**src/common/pwm_pkg.sv**
```systemverilog
package pwm_pkg;

   // ----------------------------------------------------------------
   // Sizes
   // ----------------------------------------------------------------
   localparam int CNT_W = 16;
   localparam int NUM_CH = 6;
   localparam int NUM_PAIR = 3;
   localparam int DIV_W = 6;

   // ----------------------------------------------------------------
   // Values after reset
   // ----------------------------------------------------------------
   localparam logic [15:0] CNT_RST = 16'h0000;
   localparam logic [15:0] PERIOD_RST = 16'hFFFF;
   localparam logic [15:0] CMP_RST = 16'hFFFF;
   localparam logic HALT_RST = 1'b1;
   localparam logic [5:0] DIV_RST = 6'h00;

   // ----------------------------------------------------------------
   // Clock source and output actions
   // ----------------------------------------------------------------
   localparam logic [2:0] PS_EXT_PIN = 3'h7;

   typedef enum logic [1:0] {
      ELS_OFF = 2'b00,
      ELS_TOGGLE = 2'b01,
      ELS_CLEAR = 2'b10,
      ELS_SET = 2'b11
   } els_t;

endpackage

```
**src/common/tick_if.sv**
```systemverilog
`timescale 1ns/1ps
`default_nettype none

// Timer clock enable between counter logic and the prescaler
interface tick_if;
   logic clear;
   logic halt;
   logic [2:0] sel;
   logic tick;

   modport prescaler (input clear, input halt, input sel, output tick);
   modport timer (output clear, output halt, output sel, input tick);
endinterface

`default_nettype wire

```
**src/hw/timer_prescaler.sv**
```systemverilog
`timescale 1ns/1ps
`default_nettype none

module timer_prescaler
   import pwm_pkg::*;
(
   input wire logic i_clk,
   input wire logic i_reset_n,
   input wire logic i_ext_clk_pin,
   tick_if.prescaler tk
);

   // ----------------------------------------------------------------
   // State
   // ----------------------------------------------------------------
   typedef struct packed {
      logic sync1;
      logic sync2;
      logic sync3;
      logic [DIV_W-1:0] div;
      logic tick;
   } pre_state_t;

   pre_state_t state_reg;
   pre_state_t state_next;

   function automatic logic [DIV_W-1:0] div_mask(input logic [2:0] sel);
      div_mask = DIV_W'((7'h01 << sel) - 7'h01);
   endfunction

   assign tk.tick = state_reg.tick;

   // ----------------------------------------------------------------
   // Divider and external edge detect
   // ----------------------------------------------------------------
   always_comb
   begin
      state_next = state_reg;
      state_next.sync1 = i_ext_clk_pin;
      state_next.sync2 = state_reg.sync1;
      state_next.sync3 = state_reg.sync2;
      if (tk.clear)
      begin
         state_next.div = DIV_RST;
         state_next.tick = 1'b0;
      end
      else if (tk.halt)
      begin
         state_next.tick = 1'b0;
      end
      else
      begin
         state_next.div = DIV_W'(state_reg.div + 6'h01);
         if (tk.sel == PS_EXT_PIN)
         begin
            // Rising edge of the synchronised pin only
            state_next.tick = state_reg.sync2 & ~state_reg.sync3;
         end
         else
         begin
            state_next.tick = (state_reg.div & div_mask(tk.sel)) == div_mask(tk.sel);
         end
      end
   end

   always_ff @(posedge i_clk)
   begin
      if (!i_reset_n)
      begin
         state_reg <= '{sync1: 1'b0, sync2: 1'b0, sync3: 1'b0, div: DIV_RST, tick: 1'b0};
      end
      else
      begin
         state_reg <= state_next;
      end
   end

endmodule // timer_prescaler

`default_nettype wire

```
**src/hw/timer_pwm_channel_gen.sv**
```systemverilog
// Contract
// - Pair 0/1 link: buffered output on chan0_pin
// - Partner write takes effect next period
// - Linked odd channel idle, pin released
// - Pairs 2/3 and 4/5 link alike
// - Unbuffered compare uses current value only
// - Late smaller value misses that compare
// - Link bit overrides single mode bit
// - No overflow toggle, clear action: 0% duty
// - Full duty plus overflow toggle: 100% with clear action, 0% with set
// - Overflow toggles pin; compare ends pulse
// - Counter clear zeros counter and prescaler
// - Halt holds counter; reset sets halt
// - Counter at limit: flag, restart zero
`timescale 1ns/1ps
`default_nettype none

module timer_pwm_channel_gen
   import pwm_pkg::*;
(
   input wire logic i_clk,
   input wire logic i_reset_n,
   input wire logic i_ext_clk_pin,
   input wire logic [2:0] i_prescale_sel,
   input wire logic i_halt_wr,
   input wire logic i_halt_data,
   input wire logic i_counter_clear,
   input wire logic i_period_wr,
   input wire logic [15:0] i_period_data,
   input wire logic [NUM_CH-1:0] i_compare_wr,
   input wire logic [15:0] i_compare_data,
   input wire logic [NUM_PAIR-1:0] i_link_mode_bit,
   input wire logic [NUM_CH-1:0] i_single_mode_bit,
   input wire logic [NUM_CH-1:0] i_overflow_toggle_bit,
   input wire logic [NUM_CH-1:0] i_edge_level_sel_hi,
   input wire logic [NUM_CH-1:0] i_edge_level_sel_lo,
   input wire logic [NUM_CH-1:0] i_full_duty_bit,
   input wire logic i_overflow_flag_clr,
   input wire logic [NUM_CH-1:0] i_compare_flag_clr,
   output logic o_counter_halt_bit,
   output logic [15:0] o_counter,
   output logic [15:0] o_period_limit,
   output logic o_overflow_flag,
   output logic [NUM_CH-1:0] o_compare_flag,
   output logic [NUM_PAIR-1:0] o_active_odd,
   output logic [NUM_CH-1:0] o_chan_pin,
   output logic [NUM_CH-1:0] o_chan_oe
);

   // ----------------------------------------------------------------
   // State
   // ----------------------------------------------------------------
   typedef struct packed {
      logic halt;
      logic clear_pend;
      logic [15:0] cnt;
      logic [15:0] period;
      logic [NUM_CH-1:0][15:0] cmp;
      logic [NUM_PAIR-1:0] written_odd;
      logic [NUM_PAIR-1:0] act_odd;
      logic ovf_flag;
      logic [NUM_CH-1:0] cmp_flag;
      logic [NUM_CH-1:0] pin;
      logic [NUM_CH-1:0] oe;
   } gen_state_t;

   gen_state_t state_reg;
   gen_state_t state_next;

   tick_if tk ();

   // Output action applied at a compare event
   function automatic logic apply_action(input logic pin, input els_t els);
      case (els)
         ELS_TOGGLE: apply_action = ~pin;
         ELS_CLEAR: apply_action = 1'b0;
         ELS_SET: apply_action = 1'b1;
         default: apply_action = pin;
      endcase
   endfunction

   // ----------------------------------------------------------------
   // Prescaler
   // ----------------------------------------------------------------
   assign tk.clear = state_reg.clear_pend;
   assign tk.halt = state_reg.halt;
   assign tk.sel = i_prescale_sel;

   timer_prescaler u_prescaler (
      .i_clk(i_clk),
      .i_reset_n(i_reset_n),
      .i_ext_clk_pin(i_ext_clk_pin),
      .tk(tk)
   );

   // ----------------------------------------------------------------
   // Counter, pairing and channel outputs
   // ----------------------------------------------------------------
   always_comb
   begin
      logic run;
      logic ovf_ev;
      logic linked;
      logic active;
      logic cmp_ev;
      logic [15:0] cmp_val;
      els_t els;
      int k;
      run = 1'b0;
      ovf_ev = 1'b0;
      linked = 1'b0;
      active = 1'b0;
      cmp_ev = 1'b0;
      cmp_val = CMP_RST;
      els = ELS_OFF;
      k = 0;
      state_next = state_reg;

      if (i_halt_wr)
      begin
         state_next.halt = i_halt_data;
      end
      if (i_period_wr)
      begin
         state_next.period = i_period_data;
      end
      // Clear is one-shot; it never reads back as set
      state_next.clear_pend = i_counter_clear;

      run = tk.tick & ~state_reg.halt & ~state_reg.clear_pend;
      ovf_ev = run & (state_reg.cnt == state_reg.period);
      if (state_reg.clear_pend)
      begin
         state_next.cnt = CNT_RST;
      end
      else if (ovf_ev)
      begin
         state_next.cnt = CNT_RST;
      end
      else if (run)
      begin
         state_next.cnt = 16'(state_reg.cnt + 16'h0001);
      end
      // Set wins over a clear in the same cycle
      state_next.ovf_flag = (state_reg.ovf_flag & ~i_overflow_flag_clr) | ovf_ev;

      // Channel registers are written in place: unbuffered by design
      for (int c = 0; c < NUM_CH; c++)
      begin
         if (i_compare_wr[c])
         begin
            state_next.cmp[c] = i_compare_data;
         end
      end

      // Pair bookkeeping: the last written set takes over at overflow
      for (int p = 0; p < NUM_PAIR; p++)
      begin
         if (!i_link_mode_bit[p])
         begin
            state_next.written_odd[p] = 1'b0;
            state_next.act_odd[p] = 1'b0;
         end
         else
         begin
            if (i_compare_wr[2*p+1])
            begin
               state_next.written_odd[p] = 1'b1;
            end
            else if (i_compare_wr[2*p])
            begin
               state_next.written_odd[p] = 1'b0;
            end
            if (ovf_ev)
            begin
               state_next.act_odd[p] = state_next.written_odd[p];
            end
         end
      end

      for (int c = 0; c < NUM_CH; c++)
      begin
         k = c / 2;
         linked = i_link_mode_bit[k];
         els = els_t'({i_edge_level_sel_hi[c], i_edge_level_sel_lo[c]});
         if ((c % 2 == 1) && linked)
         begin
            // Odd pin goes back to general-purpose use
            state_next.oe[c] = 1'b0;
            active = 1'b0;
         end
         else
         begin
            // Link bit wins over the single mode bit
            active = ((c % 2 == 0) && linked) || i_single_mode_bit[c];
            state_next.oe[c] = active && (els != ELS_OFF);
         end

         if ((c % 2 == 0) && linked && state_reg.act_odd[k])
         begin
            cmp_val = state_reg.cmp[c | 1];
         end
         else
         begin
            cmp_val = state_reg.cmp[c];
         end
         // Only an exact match counts; a value already passed waits a period
         cmp_ev = active && run && (state_reg.cnt == cmp_val);

         state_next.cmp_flag[c] = (state_reg.cmp_flag[c] & ~i_compare_flag_clr[c]) | cmp_ev;

         if (active)
         begin
            if (cmp_ev)
            begin
               state_next.pin[c] = apply_action(state_next.pin[c], els);
            end
            if (ovf_ev && i_overflow_toggle_bit[c])
            begin
               state_next.pin[c] = ~state_next.pin[c];
            end
            if (i_full_duty_bit[c] && i_overflow_toggle_bit[c])
            begin
               // Pulse level is the complement of the compare action
               state_next.pin[c] = ~els[0];
            end
         end
      end
   end

   always_ff @(posedge i_clk)
   begin
      if (!i_reset_n)
      begin
         state_reg.halt <= HALT_RST;
         state_reg.clear_pend <= 1'b0;
         state_reg.cnt <= CNT_RST;
         state_reg.period <= PERIOD_RST;
         state_reg.cmp <= {NUM_CH{CMP_RST}};
         state_reg.written_odd <= '0;
         state_reg.act_odd <= '0;
         state_reg.ovf_flag <= 1'b0;
         state_reg.cmp_flag <= '0;
         state_reg.pin <= '0;
         state_reg.oe <= '0;
      end
      else
      begin
         state_reg <= state_next;
      end
   end

   // ----------------------------------------------------------------
   // Outputs
   // ----------------------------------------------------------------
   assign o_counter_halt_bit = state_reg.halt;
   assign o_counter = state_reg.cnt;
   assign o_period_limit = state_reg.period;
   assign o_overflow_flag = state_reg.ovf_flag;
   assign o_compare_flag = state_reg.cmp_flag;
   assign o_active_odd = state_reg.act_odd;
   assign o_chan_pin = state_reg.pin;
   assign o_chan_oe = state_reg.oe;

endmodule // timer_pwm_channel_gen

`default_nettype wire

```
**config.mk**
```make
export PLATFORM = sky130hd
export DESIGN_NAME = timer_pwm_channel_gen
export DESIGN_NICKNAME = d
export VERILOG_FILES = /design/src/common/pwm_pkg.sv /design/src/common/tick_if.sv /design/src/hw/timer_prescaler.sv /design/src/hw/timer_pwm_channel_gen.sv
export SDC_FILE = /design/constraint.sdc
export NUM_CORES = 1
export LEC_CHECK = 0
export ABC_AREA = 1
export BUFFER_PORTS_ARGS = -buffer_cell sky130_fd_sc_hd__buf_4
export CORE_ASPECT_RATIO = 1.5
export CORE_UTILIZATION = 62
export DETAILED_ROUTE_END_ITERATION = 8
export PLACE_DENSITY_LB_ADDON = 0.05
export SLEW_MARGIN = 20
export SYNTH_ARGS = -nofsm -noshare
export SYNTH_HDL_FRONTEND = slang
export SYNTH_SLANG_ARGS = --single-unit
```
**constraint.sdc**
```tcl
create_clock -name i_clk -period 3.8 [get_ports i_clk]
set_input_delay 0.38 -clock i_clk [delete_from_list [all_inputs] [get_ports i_clk]]
set_output_delay 0.38 -clock i_clk [all_outputs]
set_load 0.05 [all_outputs]
```
After elaboration in Yosys (flattened, before gate mapping)
Cells that the tools add are included.
{"block": "word_totals", "reg_bits": 165, "out_inout_bits": 55, "inputBits": 88}
{"block": "classes", "eq_ne": 27, "shifts": 1, "bitwise_logic": 48, "mux": 43, "add_sub_neg": 3, "reduce_logical": 51}
{"cell": "$eq A16 B16 Y1", "count": 7}
{"cell": "$mux W16", "count": 3}
{"cell": "$mux W1", "count": 34}
{"cell": "$logic_and A1 B1 Y1", "count": 33}
{"cell": "$not A1 Y1", "count": 29}
{"cell": "$eq A2 B2 Y1 const B", "count": 12}
{"cell": "$pmux W1 S3", "count": 6}
{"cell": "$add A16 B1 Y16 const B", "count": 1}
{"cell": "$eq A2 B1 Y1 const B", "count": 6}
{"cell": "$reduce_bool A2 Y1", "count": 6}
{"cell": "$and A1 B1 Y1", "count": 11}
{"cell": "$reduce_or A2 Y1", "count": 4}
{"cell": "$or A1 B1 Y1", "count": 7}
{"cell": "$add A6 B1 Y6 const B", "count": 1}
{"cell": "$and A6 B6 Y6", "count": 1}
{"cell": "$eq A6 B6 Y1", "count": 1}
{"cell": "$reduce_and A2 Y1", "count": 3}
{"cell": "$reduce_or A3 Y1", "count": 2}
{"cell": "$shl A1 B3 Y6 const A", "count": 1}
{"cell": "$sub A6 B1 Y6 const B", "count": 1}
{"cell": "$eq A3 B3 Y1 const B", "count": 1}
{"cell": "$logic_or A1 B1 Y1", "count": 3}

Depth between registers and ports, before layout
Gate-level depths: netlist (run 1).
{"block": "depth", "ltp_word": 10, "mapped_depth": 17, "depth_no_buf": 15}

Modules after synthesis
Synthesis (run 1) repeated with hierarchy kept, for this count alone.
{"block": "hier_totals", "cells_unflattened": 1371, "hier_area_um2": 9141.3}
{"mod": "timer_pwm_channel_gen", "seq_area_each_um2": 3103.0, "cells_per_inst": 1306, "n_inst": 1, "area_per_inst_um2": 8675.8}
{"mod": "timer_prescaler", "seq_area_each_um2": 200.2, "cells_per_inst": 65, "n_inst": 1, "area_per_inst_um2": 465.4}

Worst setup path before layout (run 1)
No wires, ideal clock.
{"block": "synth_path", "kind": "flip-flop to flip-flop", "start": "reg, netlist name o_counter_halt_bit", "end": "reg state_reg (netlist bit o_counter[15])", "t_arrival_ps": 1772, "t_required_ps": 3683, "synth_period_minus_slack_ps": 1889, "setup_time_ps": 117, "stages_incl_launch_ff": 12, "setup_slack_ps": 1911, "path_cell_list": "dfxtp_1 > inv_2 > nand2_1 > nor2_4 > nand4_2 > nor2_1 > nand3_1 > inv_2 > nand4_1 > nor3_1 > xor2_1 > nor2_1"}
{"block": "synth_via", "elab_chain_cells": 5}
{"item": "$not A1 Y1 *", "line_no": "timer_pwm_channel_gen.sv:130", "source": "run = tk.tick & ~state_reg.halt & ~state_reg.clear_pend;"}
{"item": "$and A1 B1 Y1 * (2 in series)", "line_no": "timer_pwm_channel_gen.sv:130"}
{"item": "$and A1 B1 Y1", "line_no": "timer_pwm_channel_gen.sv:131", "source": "ovf_ev = run & (state_reg.cnt == state_reg.period);"}
{"item": "$reduce_or A3 Y1 (no line)"}
{"item": "end signal: assignment", "line_no": "timer_pwm_channel_gen.sv:249", "source": "state_reg <= state_next;"}
{"item": "end: declaration", "line_no": "timer_pwm_channel_gen.sv:67", "source": "gen_state_t state_reg;"}
Every way passes the cells marked *; elsewhere a longest branch is shown, timed or not.
A chain may end at the register's enable or synchronous reset.

Worst setup path in the final report (run 1)
{"block": "layout_path", "start": "reg state_reg (netlist bit o_counter[7])", "end": "reg state_reg (netlist bit o_active_odd[1])"}
{"block": "layout_via", "elab_chain_cells": 2}
{"item": "$eq A16 B16 Y1", "line_no": "timer_pwm_channel_gen.sv:131"}
{"item": "$and A1 B1 Y1", "line_no": "timer_pwm_channel_gen.sv:131"}
Every way passes these cells.

==> results.toml, run 1 <==
[global_route]
grt_max_degree = 54
grt_usage_pct = 35.7
grt-ovfl-total = 0
grt_pass1_wl_um = 42600
antenna_found_initial = 0
first_global_vias = 8401

[worst_hold_path]
whs_endpoint = "u_prescaler.state_next[8]$_SDFF_PN0_"
hold_start = "i_ext_clk_pin"
hold_depth = 3
hp-class = "input port to flip-flop"

[detailed_routing]
wl_per_cell_um = 16.2
wirelength_um = 27000
post-route-drc-count = 0
vias = 9357
ant_nets = 0
drt_first_pass_iters = 6
drt_first_iter_violations = 706
via_per_inst = 5.61

[die]
dieArea_mm2 = 0.0155
ioPinCount = 143
die_h_um = 152
start_util_pct = 63.8
core_area_mm2 = 0.0146
row_count = 54
dieWidth_um = 102

[critical_path]
worstPathCellList = "inv_2, nand2_1, nand2_1, nor3_1, nand2_1, nor2_1, nand2_1, nor2_1, nor2_1, a211oi_1"
max_stage_delay_ns = 0.75
criticalPathCategory = "flip-flop to flip-flop"
path_common_cell = "nand2_1"
r2r-end = "o_active_odd[1]$_SDFFE_PN0N_"
worstSetupEndpointType = "flip-flop"
crit_path_start_kind = "flip-flop"
cp.required_ns = 4.15
r2r-start = "o_counter[7]$_SDFFE_PP0N_"
crit_fanout = 12
cp_data_arrival_time_ns = 3.01
crit_slowest_cell = "dfxtp_1"
regToRegSetupSlack_ns = 1.13
rr_worst_depth = 10

[cts]
clk_path_buf_depth = 2
cts_setup_buffers = 0
clock_latency_ns = 0.43
cts_tree = "done"
cts_sinks = 165
cts_resized = 0
cts_hold_buffers = 0
cts_buffers = 17
cts_root_buffer = "clkbuf_16"
path_clk_slew_ns = 0.07
htree_levels = 4

[pwr]
p_leak_nw = 5.17
vdd_drop_max_uv = 290
powerDensity_mw_per_mm2 = 398

[run]
drv_cap = 0

[cells_and_area]
final_area_mm2 = 0.0105
utilization_pct = 71.8
num_antenna_cells = 0
area_delta_synth_final_pct = 12.6
largest_reg_flops = 99
final_nets = 1550
drive_gt1_share_pct = 15.1

[sta]
slew_headroom_pct = 50.3
finalCritPeriodShare_pct = 70.2
timing.setup.tns_ns = 0
final_hold_viol_count = 0
tightest_slew_ns = 0.744
setup_violations = 0
drv_slew = 0
skew_ns = 0.00633
fin_crit_ns = 2.67
fmax_mhz = 375
whs_ns = 0.132
rsz0062_at_grt = "false"

[placement]
placed_area_mm2 = 0.00989
globalplace.congestion = 0.947
dp_hpwl_um = 19500
portBuffers = 142

[synth]
syn_nets = 1502
synth_cell_types = 41
syn_inst = 1412
postSynthAreaPerCell_um2 = 6.59
yosys_warnings = 0
synth_seq_cells = 165
synth_seq_area_share_pct = 35.5
synth_area_mm2 = 0.00931

[status]
status = "completed"
## worst max-delay path, delay by kind of cell, from the launching register on
kind                   cells  cell delay (ns)
and+or+nand+nor            8             1.38
DFF                        1             0.75
buffers and inverters      1             0.26
AOI/OAI and AO/OA          1             0.19
## cells in the final DEF (no fill, tap or decap), drive strengths merged
cell type  instances
nor2             112
o21a               1
o211ai            14
nand4             24
a21oi            104
o21ai             99
xor2              29
nor3b              1
or2                4
clkinvlp           2
clkbuf            21
buf              150
o22ai              2
nor4               3
nand2            409
nand3            141
bufinv             1
nor3              25
dfxtp            165
a31o               1
ha                 2
a211oi             4
clkinv             5
inv              141
xnor2             13
## per-layer routing
layer	global-route usage, %	part of all wire, %	vias up
met5	0	0	-
li1	-	-	4597
met3	5.52	7.3	125
met2	58.6	47	488
met4	24.6	7.6	0
met1	41.9	38	4147
## logic make-up after synthesis
| group | share of synthesized area, % |
|---|---|
| AOI/OAI and AO/OA | 12.9 |
| xor gates and xnor gates | 3.95 |
| adders and majority gates | 0.269 |
| buffers and inverters | 14.0 |
| DFF | 35.5 |
| and+or+nand+nor | 33.3 |
## final cells by class
cell class                 instances  area [um2]
timing repair buffer             150        1130
clock inverter                    11         115
multi-input combinational        988        4700
inverter                         138         518
tap                              196         245
clock buffer                      21         470
sequential                       165        3300
fill                            1315        4120
## per-stage QoR
step | total power, mW | setup WS [ns] | std cells
after floorplan | 2.30 | 1.91 | 1412
after global placement | 2.46 | 1.21 | 1637
after detailed placement | 2.48 | 1.17 | 1637
after CTS | 4.17 | 1.17 | 1669
after global routing | 4.33 | 0.864 | 1669
final | 4.17 | 1.13 | 1669
## worst max path at each step
stage | start | depth (start not counted) | slack (ns) | end
finish | o_counter[7]$_SDFFE_PP0N_ | 10 | 1.13 | o_active_odd[1]$_SDFFE_PN0N_
global route | o_counter[7]$_SDFFE_PP0N_ | 13 | 0.86 | o_chan_pin[3]$_SDFFE_PN0P_
CTS | o_counter[7]$_SDFFE_PP0N_ | 11 | 1.17 | o_chan_pin[2]$_SDFFE_PN0N_
detailed placement | o_counter[7]$_SDFFE_PP0N_ | 11 | 1.17 | o_chan_pin[2]$_SDFFE_PN0N_
global placement | o_counter[7]$_SDFFE_PP0N_ | 11 | 1.21 | o_chan_pin[2]$_SDFFE_PN0N_
floorplan | o_counter_halt_bit$_SDFFE_PN1P_ | 11 | 1.91 | o_counter[15]$_SDFFE_PP0N_
## Yosys cell counts, drive strengths merged
cell    number  area (um2)
nor3b        1        7.51
a21oi      104         524
o22ai        2        12.5
dfxtp      165        3300
clkbuf      33         135
xor2        29         254
nand2      409        1580
o21a         1        7.51
nor3        25         136
a211oi       4        30.0
clkinv       3        11.3
o21ai       99         510
nor4         3        33.8
ha           2        25.0
buf         88         652
or2          4        25.0
nand3      141         718
inv        135         507
o211ai      14         110
a31o         1        8.76
nor2       112         445
nand4       24         156
xnor2       13         114
## power by group
group | leakage, nW | internal (mW) | total (mW) | switching (mW)
logic | 3.52 | 0.204 | 0.552 | 0.348
registers | 1.37 | 1.82 | 1.90 | 0.0718
clock network | 0.282 | 0.969 | 1.72 | 0.755
(Power assumes the default switching activity.)
==> inputs of run 2 (changes only) <==
- ABC_AREA: 1 -> 0
- CORE_UTILIZATION: 62 -> 52
- clock period: 3.8 -> 2.2 ns (I/O delays scaled with it)
==> run 2 against run 1 <==
  * Fmax is 8.1% higher
  * Sequential cell count stayed put
  * Critical endpoint is now o_chan_pin[4]$_SDFFE_PN0N_
  * First-iteration DRC count is 43% lower
  * The flow now finishes with violations (DRC, setup timing)
  * Global-route usage is 4.9 points lower
  * Sequential share of layout area is 4.0 points lower
  * Synthesized cell count is 29% lower
  * Die area is 13% higher
  * Clock skew is 0.0055 ns higher
  * Worst setup slack worse by 1.4 ns
  * Design area is 16% higher
  * Count of clock-buffer cells in the layout is 4 lower
==> results.toml, run 2 <==
[detailed_routing]
drt_first_pass_iters = 7
wl_per_cell_um = 18.7
drt_first_iter_violations = 405
vias = 8007
post-route-drc-count = 1
ant_nets = 0
wirelength_um = 27400
via_per_inst = 5.46

[global_route]
grt_pass1_wl_um = 40800
first_global_vias = 7578
grt_usage_pct = 30.8
antenna_found_initial = 0
grt_max_degree = 97
grt-ovfl-total = 0

[worst_hold_path]
hp-class = "input port to flip-flop"
whs_endpoint = "o_chan_oe[0]$_SDFF_PN0_"
hold_depth = 3
hold_start = "i_edge_level_sel_hi[0]"

[pwr]
vdd_drop_max_uv = 474
powerDensity_mw_per_mm2 = 615
power.total_mw = 7.46
p_leak_nw = 5.38

[synth]
synth_edf_count = 0
synth_top_area_share_pct = 37.4
syn_inst = 1009
yosys_warnings = 0
synth_cell_types = 75
synthTopCellsByArea = "dfxtp_1, mux2i_1, nand2_1, xor2_1, buf_4"
synth_area_leader_cell = "dfxtp_1"
postSynthAreaPerCell_um2 = 8.76
synth_seq_cells = 165
syn_nets = 1099
synth_common_cells = "dfxtp_1, nand2_1, mux2i_1"
post-synth-top-count-cell = "dfxtp_1"
async_reset_ff_share_pct = 0
synth_area_mm2 = 0.00884
synth_seq_area_share_pct = 37.4
ys.flop_type = "dfxtp_1"

[sta]
setup_violations = 6
fin_crit_ns = 2.47
rsz0062_at_grt = "true"
finalCritPeriodShare_pct = 112
drv_slew = 0
fmax_mhz = 405
whs_ns = 0.00640
tightest_slew_ns = 0.696
skew_ns = 0.0118
slew_headroom_pct = 53.1
final_hold_viol_count = 0
timing.setup.tns_ns = -0.778
fin_ws_ns = -0.267

[cts]
cts_sinks = 165
htree_levels = 4
clk_path_buf_depth = 2
clock_latency_ns = 0.44
cts_tree = "done"
cts_root_buffer = "clkbuf_16"
path_clk_slew_ns = 0.07
cts_buffers = 17

[placement]
dp_hpwl_um = 20000
portBuffers = 142
placed_area_mm2 = 0.0107
dp_slack_ns = -0.456
dpl.cell_count = 1392
globalplace.congestion = 0.901

[cells_and_area]
area_delta_synth_final_pct = 37.2
num_antenna_cells = 0
drive_gt1_share_pct = 33.7
largest_reg_flops = 99
stdcell_count = 1466
utilization_pct = 72.6
final_nets = 1333
final_area_mm2 = 0.0121
layout_common_cells = "buf_4, nand2_1, dfxtp_1"
layout_commonest_cell = "buf_4"

[status]
status = "finished, violations left"
violations = "DRC, setup timing"

[critical_path]
rr_worst_depth = 8
regToRegSetupSlack_ns = -0.27
crit_slowest_cell = "or4_4"
criticalPathCategory = "flip-flop to flip-flop"
crit_fanout = 4
r2r-start = "o_counter[7]$_SDFFE_PP0N_"
cp_num_buf_inv = 0
cp_data_arrival_time_ns = 2.84
crit_path_start_kind = "flip-flop"
cpLargestDelayFamily = "simple AND/OR/NAND/NOR gates"
worstSetupEndpointType = "flip-flop"
max_stage_delay_ns = 0.56
worstPathCellList = "xor2_2, or4_4, or2_4, nor3_4, nor4b_1, mux2_4, a211o_1, a211oi_2"
r2r-end = "o_chan_pin[4]$_SDFFE_PN0N_"
cp.required_ns = 2.57

[die]
ioPinCount = 143
dieArea_mm2 = 0.0175
row_count = 58
core_area_mm2 = 0.0167
die_h_um = 162
start_util_pct = 53.0
dieWidth_um = 108

[run]
drv_cap = 0
==> run 2: routing by layer <==
| metal | vias up | GRT usage (%) | part of all wire, % |
|---|---|---|---|
| li1 | 3889 | - | - |
| met1 | 3851 | 35.4 | 40 |
| met2 | 215 | 54.3 | 52 |
| met3 | 52 | 5.46 | 4.1 |
| met4 | 0 | 14.8 | 3.3 |
| met5 | - | 0 | 0 |
==> run 2: worst register-to-register path: cells and delay by family, from the launching register on <==
family	cells	cell delay, ns
AO/OA/AOI/OAI	2	0.44
AND/OR/NAND/NOR	4	1.17
multiplexers	1	0.26
XOR/XNOR	1	0.17
flip-flops	1	0.37
==> run 2: cell families (layout without fill, tap and decap cells) <==
kind of cell	count (synthesis)	in the layout	synth area share, %
AO/OA/AOI/OAI	116	116	9.58
XOR/XNOR	101	101	10.0
adder cells (fa/ha/maj)	2	2	0.283
buffers and inverters	134	380	8.12
flip-flops	165	165	37.4
multiplexers	124	124	14.1
AND/OR/NAND/NOR	367	368	20.6
==> run 2: worst max-delay path by stage <==
stage | end | depth (start not counted) | slack (ns) | start
2_1_floorplan | o_chan_pin[4]$_SDFFE_PN0N_ | 10 | -0.32 | o_counter_halt_bit$_SDFFE_PN1P_
3_3_place_gp | o_chan_pin[0]$_SDFFE_PN0N_ | 9 | -0.49 | o_counter[3]$_SDFFE_PP0N_
3_5_place_dp | o_chan_pin[0]$_SDFFE_PN0N_ | 9 | -0.46 | o_counter[2]$_SDFFE_PP0N_
4_1_cts | o_chan_pin[4]$_SDFFE_PN0N_ | 8 | -0.19 | o_period_limit[1]$_SDFFE_PN1P_
5_1_grt | o_chan_pin[4]$_SDFFE_PN0N_ | 8 | -0.36 | o_counter[7]$_SDFFE_PP0N_
6_report | o_chan_pin[4]$_SDFFE_PN0N_ | 8 | -0.27 | o_counter[7]$_SDFFE_PP0N_
==> run 2: power breakdown <==
| group | switching, mW | internal [mW] | leakage (nW) | total [mW] |
|---|---|---|---|---|
| Sequential | 0.118 | 3.12 | 1.37 | 3.24 |
| Combinational | 0.541 | 0.476 | 3.71 | 1.02 |
| Clock | 1.45 | 1.75 | 0.303 | 3.20 |
==> run 2: area by class of cell <==
type                       instances  area [um2]
inverter                          25        93.8
timing repair buffer             323        2570
tap                              210         263
fill                            1356        4570
sequential                       165        3340
clock inverter                    15         209
multi-input combinational        711        5220
clock buffer                      17         425
==> run 2: timing repair <==
| action | CTS | global route |
|---|---|---|
| buffers inserted | 10 | 14 |
| gates resized for setup | 46 | 63 |
| pin swaps | 18 | 38 |
| endpoints found under the hold margin | 19 | 0 |
| hold buffers | 19 | 0 |
| endpoints found under the setup margin | 27 | 26 |
| gates cloned | 0 | 1 |
==> inputs of run 3 (changes only) <==
--- a/config.mk
+++ b/config.mk
@@ -7,8 +7,8 @@
 export LEC_CHECK = 0
 export ABC_AREA = 0
-export BUFFER_PORTS_ARGS = -buffer_cell sky130_fd_sc_hd__buf_4
 export CORE_ASPECT_RATIO = 1.5
-export CORE_UTILIZATION = 52
+export CORE_UTILIZATION = 58
 export DETAILED_ROUTE_END_ITERATION = 8
+export DONT_BUFFER_PORTS = 1
 export PLACE_DENSITY_LB_ADDON = 0.05
 export SLEW_MARGIN = 20
==> constraint.sdc (replaced) <==
create_clock -name i_clk -period 2.2 [get_ports i_clk]
set_input_delay 0 -clock i_clk [delete_from_list [all_inputs] [get_ports i_clk]]
set_output_delay 0 -clock i_clk [all_outputs]
set_load 0.05 [all_outputs]
==> run 3 against run 2 <==
  * The run ends with setup timing left
  * Core utilization rose by 13 points
  * Critical path depth rose by 3
  * Combinational power rose by 8%
  * Final cell count fell by 0.89%
  * Worst setup slack got worse by 0.13 ns
  * First-iteration DRC count rose to 2.5 times the previous value
  * Clock skew rose by 0.0045 ns
  * Global-route usage rose by 13 points
  * Critical path type unchanged
  * Largest cell class unchanged
  * Highest routed layer unchanged
==> results.toml, run 3 (synthesis results as in run 2) <==
[cells_and_area]
stdcell_count = 1453
area_delta_synth_final_pct = 42.2
layout_common_cells = "nand2_1, dlygate4sd3_1, dfxtp_1"
drive_gt1_share_pct = 23.4
layout_commonest_cell = "nand2_1"
utilization_pct = 85.4
num_antenna_cells = 0
largest_reg_flops = 99
final_nets = 1334

[sta]
fin_ws_ns = -0.397
rsz0062_at_grt = "true"
setup_violations = 20
drv_slew = 0
final_hold_viol_count = 0
fmax_mhz = 385
slew_headroom_pct = 25.1
tightest_slew_ns = 1.12
fin_crit_ns = 2.60
skew_ns = 0.0163
finalCritPeriodShare_pct = 118

[global_route]
grt_max_degree = 128
antenna_found_initial = 0
first_global_vias = 9393
grt_pass1_wl_um = 50900
grt_usage_pct = 43.6
grt-ovfl-total = 0

[critical_path]
cp.required_ns = 2.53
cp-startpoint = "o_counter[15]$_SDFFE_PP0N_"
crit_path_start_kind = "flip-flop"
crit_slowest_cell = "nand2b_1"
criticalPathCategory = "flip-flop to flip-flop"
worstPathCellList = "buf_6, buf_6, xor2_1, nand2b_1, nor3_4, buf_4, buf_6, o21ai_0, a21oi_1, a41o_1, o2bb2ai_1"
crit_fanout = 5
r2r-start = "o_counter[15]$_SDFFE_PP0N_"
path_common_cell = "buf_6"
max_stage_delay_ns = 0.50
worstSetupEndpointType = "flip-flop"
cp_data_arrival_time_ns = 2.92

[die]
row_count = 54
start_util_pct = 60.0
core_area_mm2 = 0.0147
dieArea_mm2 = 0.0157
ioPinCount = 143
die_h_um = 153
dieWidth_um = 103

[worst_hold_path]
hold_start = "i_overflow_toggle_bit[4]"
hp-class = "input port to flip-flop"

[detailed_routing]
drt_first_pass_iters = 6
wl_per_cell_um = 26.1
vias = 9415
via_per_inst = 6.48
wirelength_um = 38000
ant_nets = 0
drt_first_iter_violations = 1030
post-route-drc-count = 0

[cts]
cts_sinks = 165
clk_path_buf_depth = 2
path_clk_slew_ns = 0.08
clock_latency_ns = 0.45
cts_tree = "done"
cts_root_buffer = "clkbuf_16"
htree_levels = 4
cts_buffers = 17

[pwr]
power.total_mw = 7.63
powerDensity_mw_per_mm2 = 607
p_leak_nw = 5.34
vdd_drop_max_uv = 546

[status]
violations = "setup timing"
status = "finished, violations left"

[placement]
dpl.cell_count = 1245
dp_hpwl_um = 20100
globalplace.congestion = 0.908
portBuffers = 0

[run]
drv_cap = 0
==> run 3: changes by cell type in the layout (fill, tap and decap cells not counted), moves of 4 or more <==
cell	delta
dlygate4sd3_1	+135
dfxtp_2	+4
nor4_1	-5
buf_4	-141
dfxtp_1	-4
==> run 3: power by group <==
group / internal, mW / total (mW) / leakage [nW] / switching, mW
Clock: 1.75 / 3.25 / 0.310 / 1.49
Sequential: 3.12 / 3.28 / 1.37 / 0.162
Combinational: 0.526 / 1.10 / 3.66 / 0.572
Total: 5.40 / 7.63 / 5.34 / 2.23
==> run 3: worst max-delay path, delay by kind of cell, from the launching register on <==
| family | cells | cell delay (ns) |
|---|---|---|
| AO/OA/AOI/OAI | 4 | 0.70 |
| XOR/XNOR | 1 | 0.21 |
| buffers and inverters | 4 | 0.58 |
| flip-flops | 1 | 0.37 |
| AND/OR/NAND/NOR | 2 | 0.62 |
==> run 3: final timing paths <==
check,cells past startpoint,slack [ns],to
max,11,-0.40,o_chan_pin[3]$_SDFFE_PN0P_
min,4,0.04,o_chan_pin[4]$_SDFFE_PN0N_
max reg2reg,11,-0.40,o_chan_pin[3]$_SDFFE_PN0P_
min reg2reg,1,0.47,u_prescaler.state_next[7]$_SDFF_PN0_
==> run 3: routing by layer <==
layer	track usage (%)	vias up	wire [um]
li1	-	3902	-
met2	73.6	748	17700
met3	11.2	296	3640
met4	31.8	0	3700
met1	45.5	4469	12900
met5	0	-	0
==> run 3: area by class of cell <==
class	instances	area, um2
clock buffers	17	425
clock inverters	15	208
fillers	706	2160
inverters	25	93.8
multi-input cells	711	5290
flip-flops and latches	165	3350
well taps	196	245
repair buffers	324	2960
==> run 3: stage by stage <==
step           TNS [ns]  instance area [um2]  hold WS (ns)  worst slack (ns)
6_report          -2.62                12600        0.0362            -0.397
5_1_grt           -4.01                12600        0.0353            -0.503
4_1_cts           -1.07                12100      0.000569            -0.248
3_5_place_dp      -2.77                 9660        0.0802            -0.454
3_3_place_gp      -2.02                 9660        0.0780            -0.408
2_1_floorplan    -0.954                 8900         0.116            -0.323
==> run 3: repair_timing <==
item,4_1_cts,5_1_grt
gates resized for setup,43,83
setup endpoints to repair,25,30
gates cloned,0,2
endpoints found under the hold margin,149,0
pin swaps,15,35
setup buffers,5,14
hold buffers,156,0
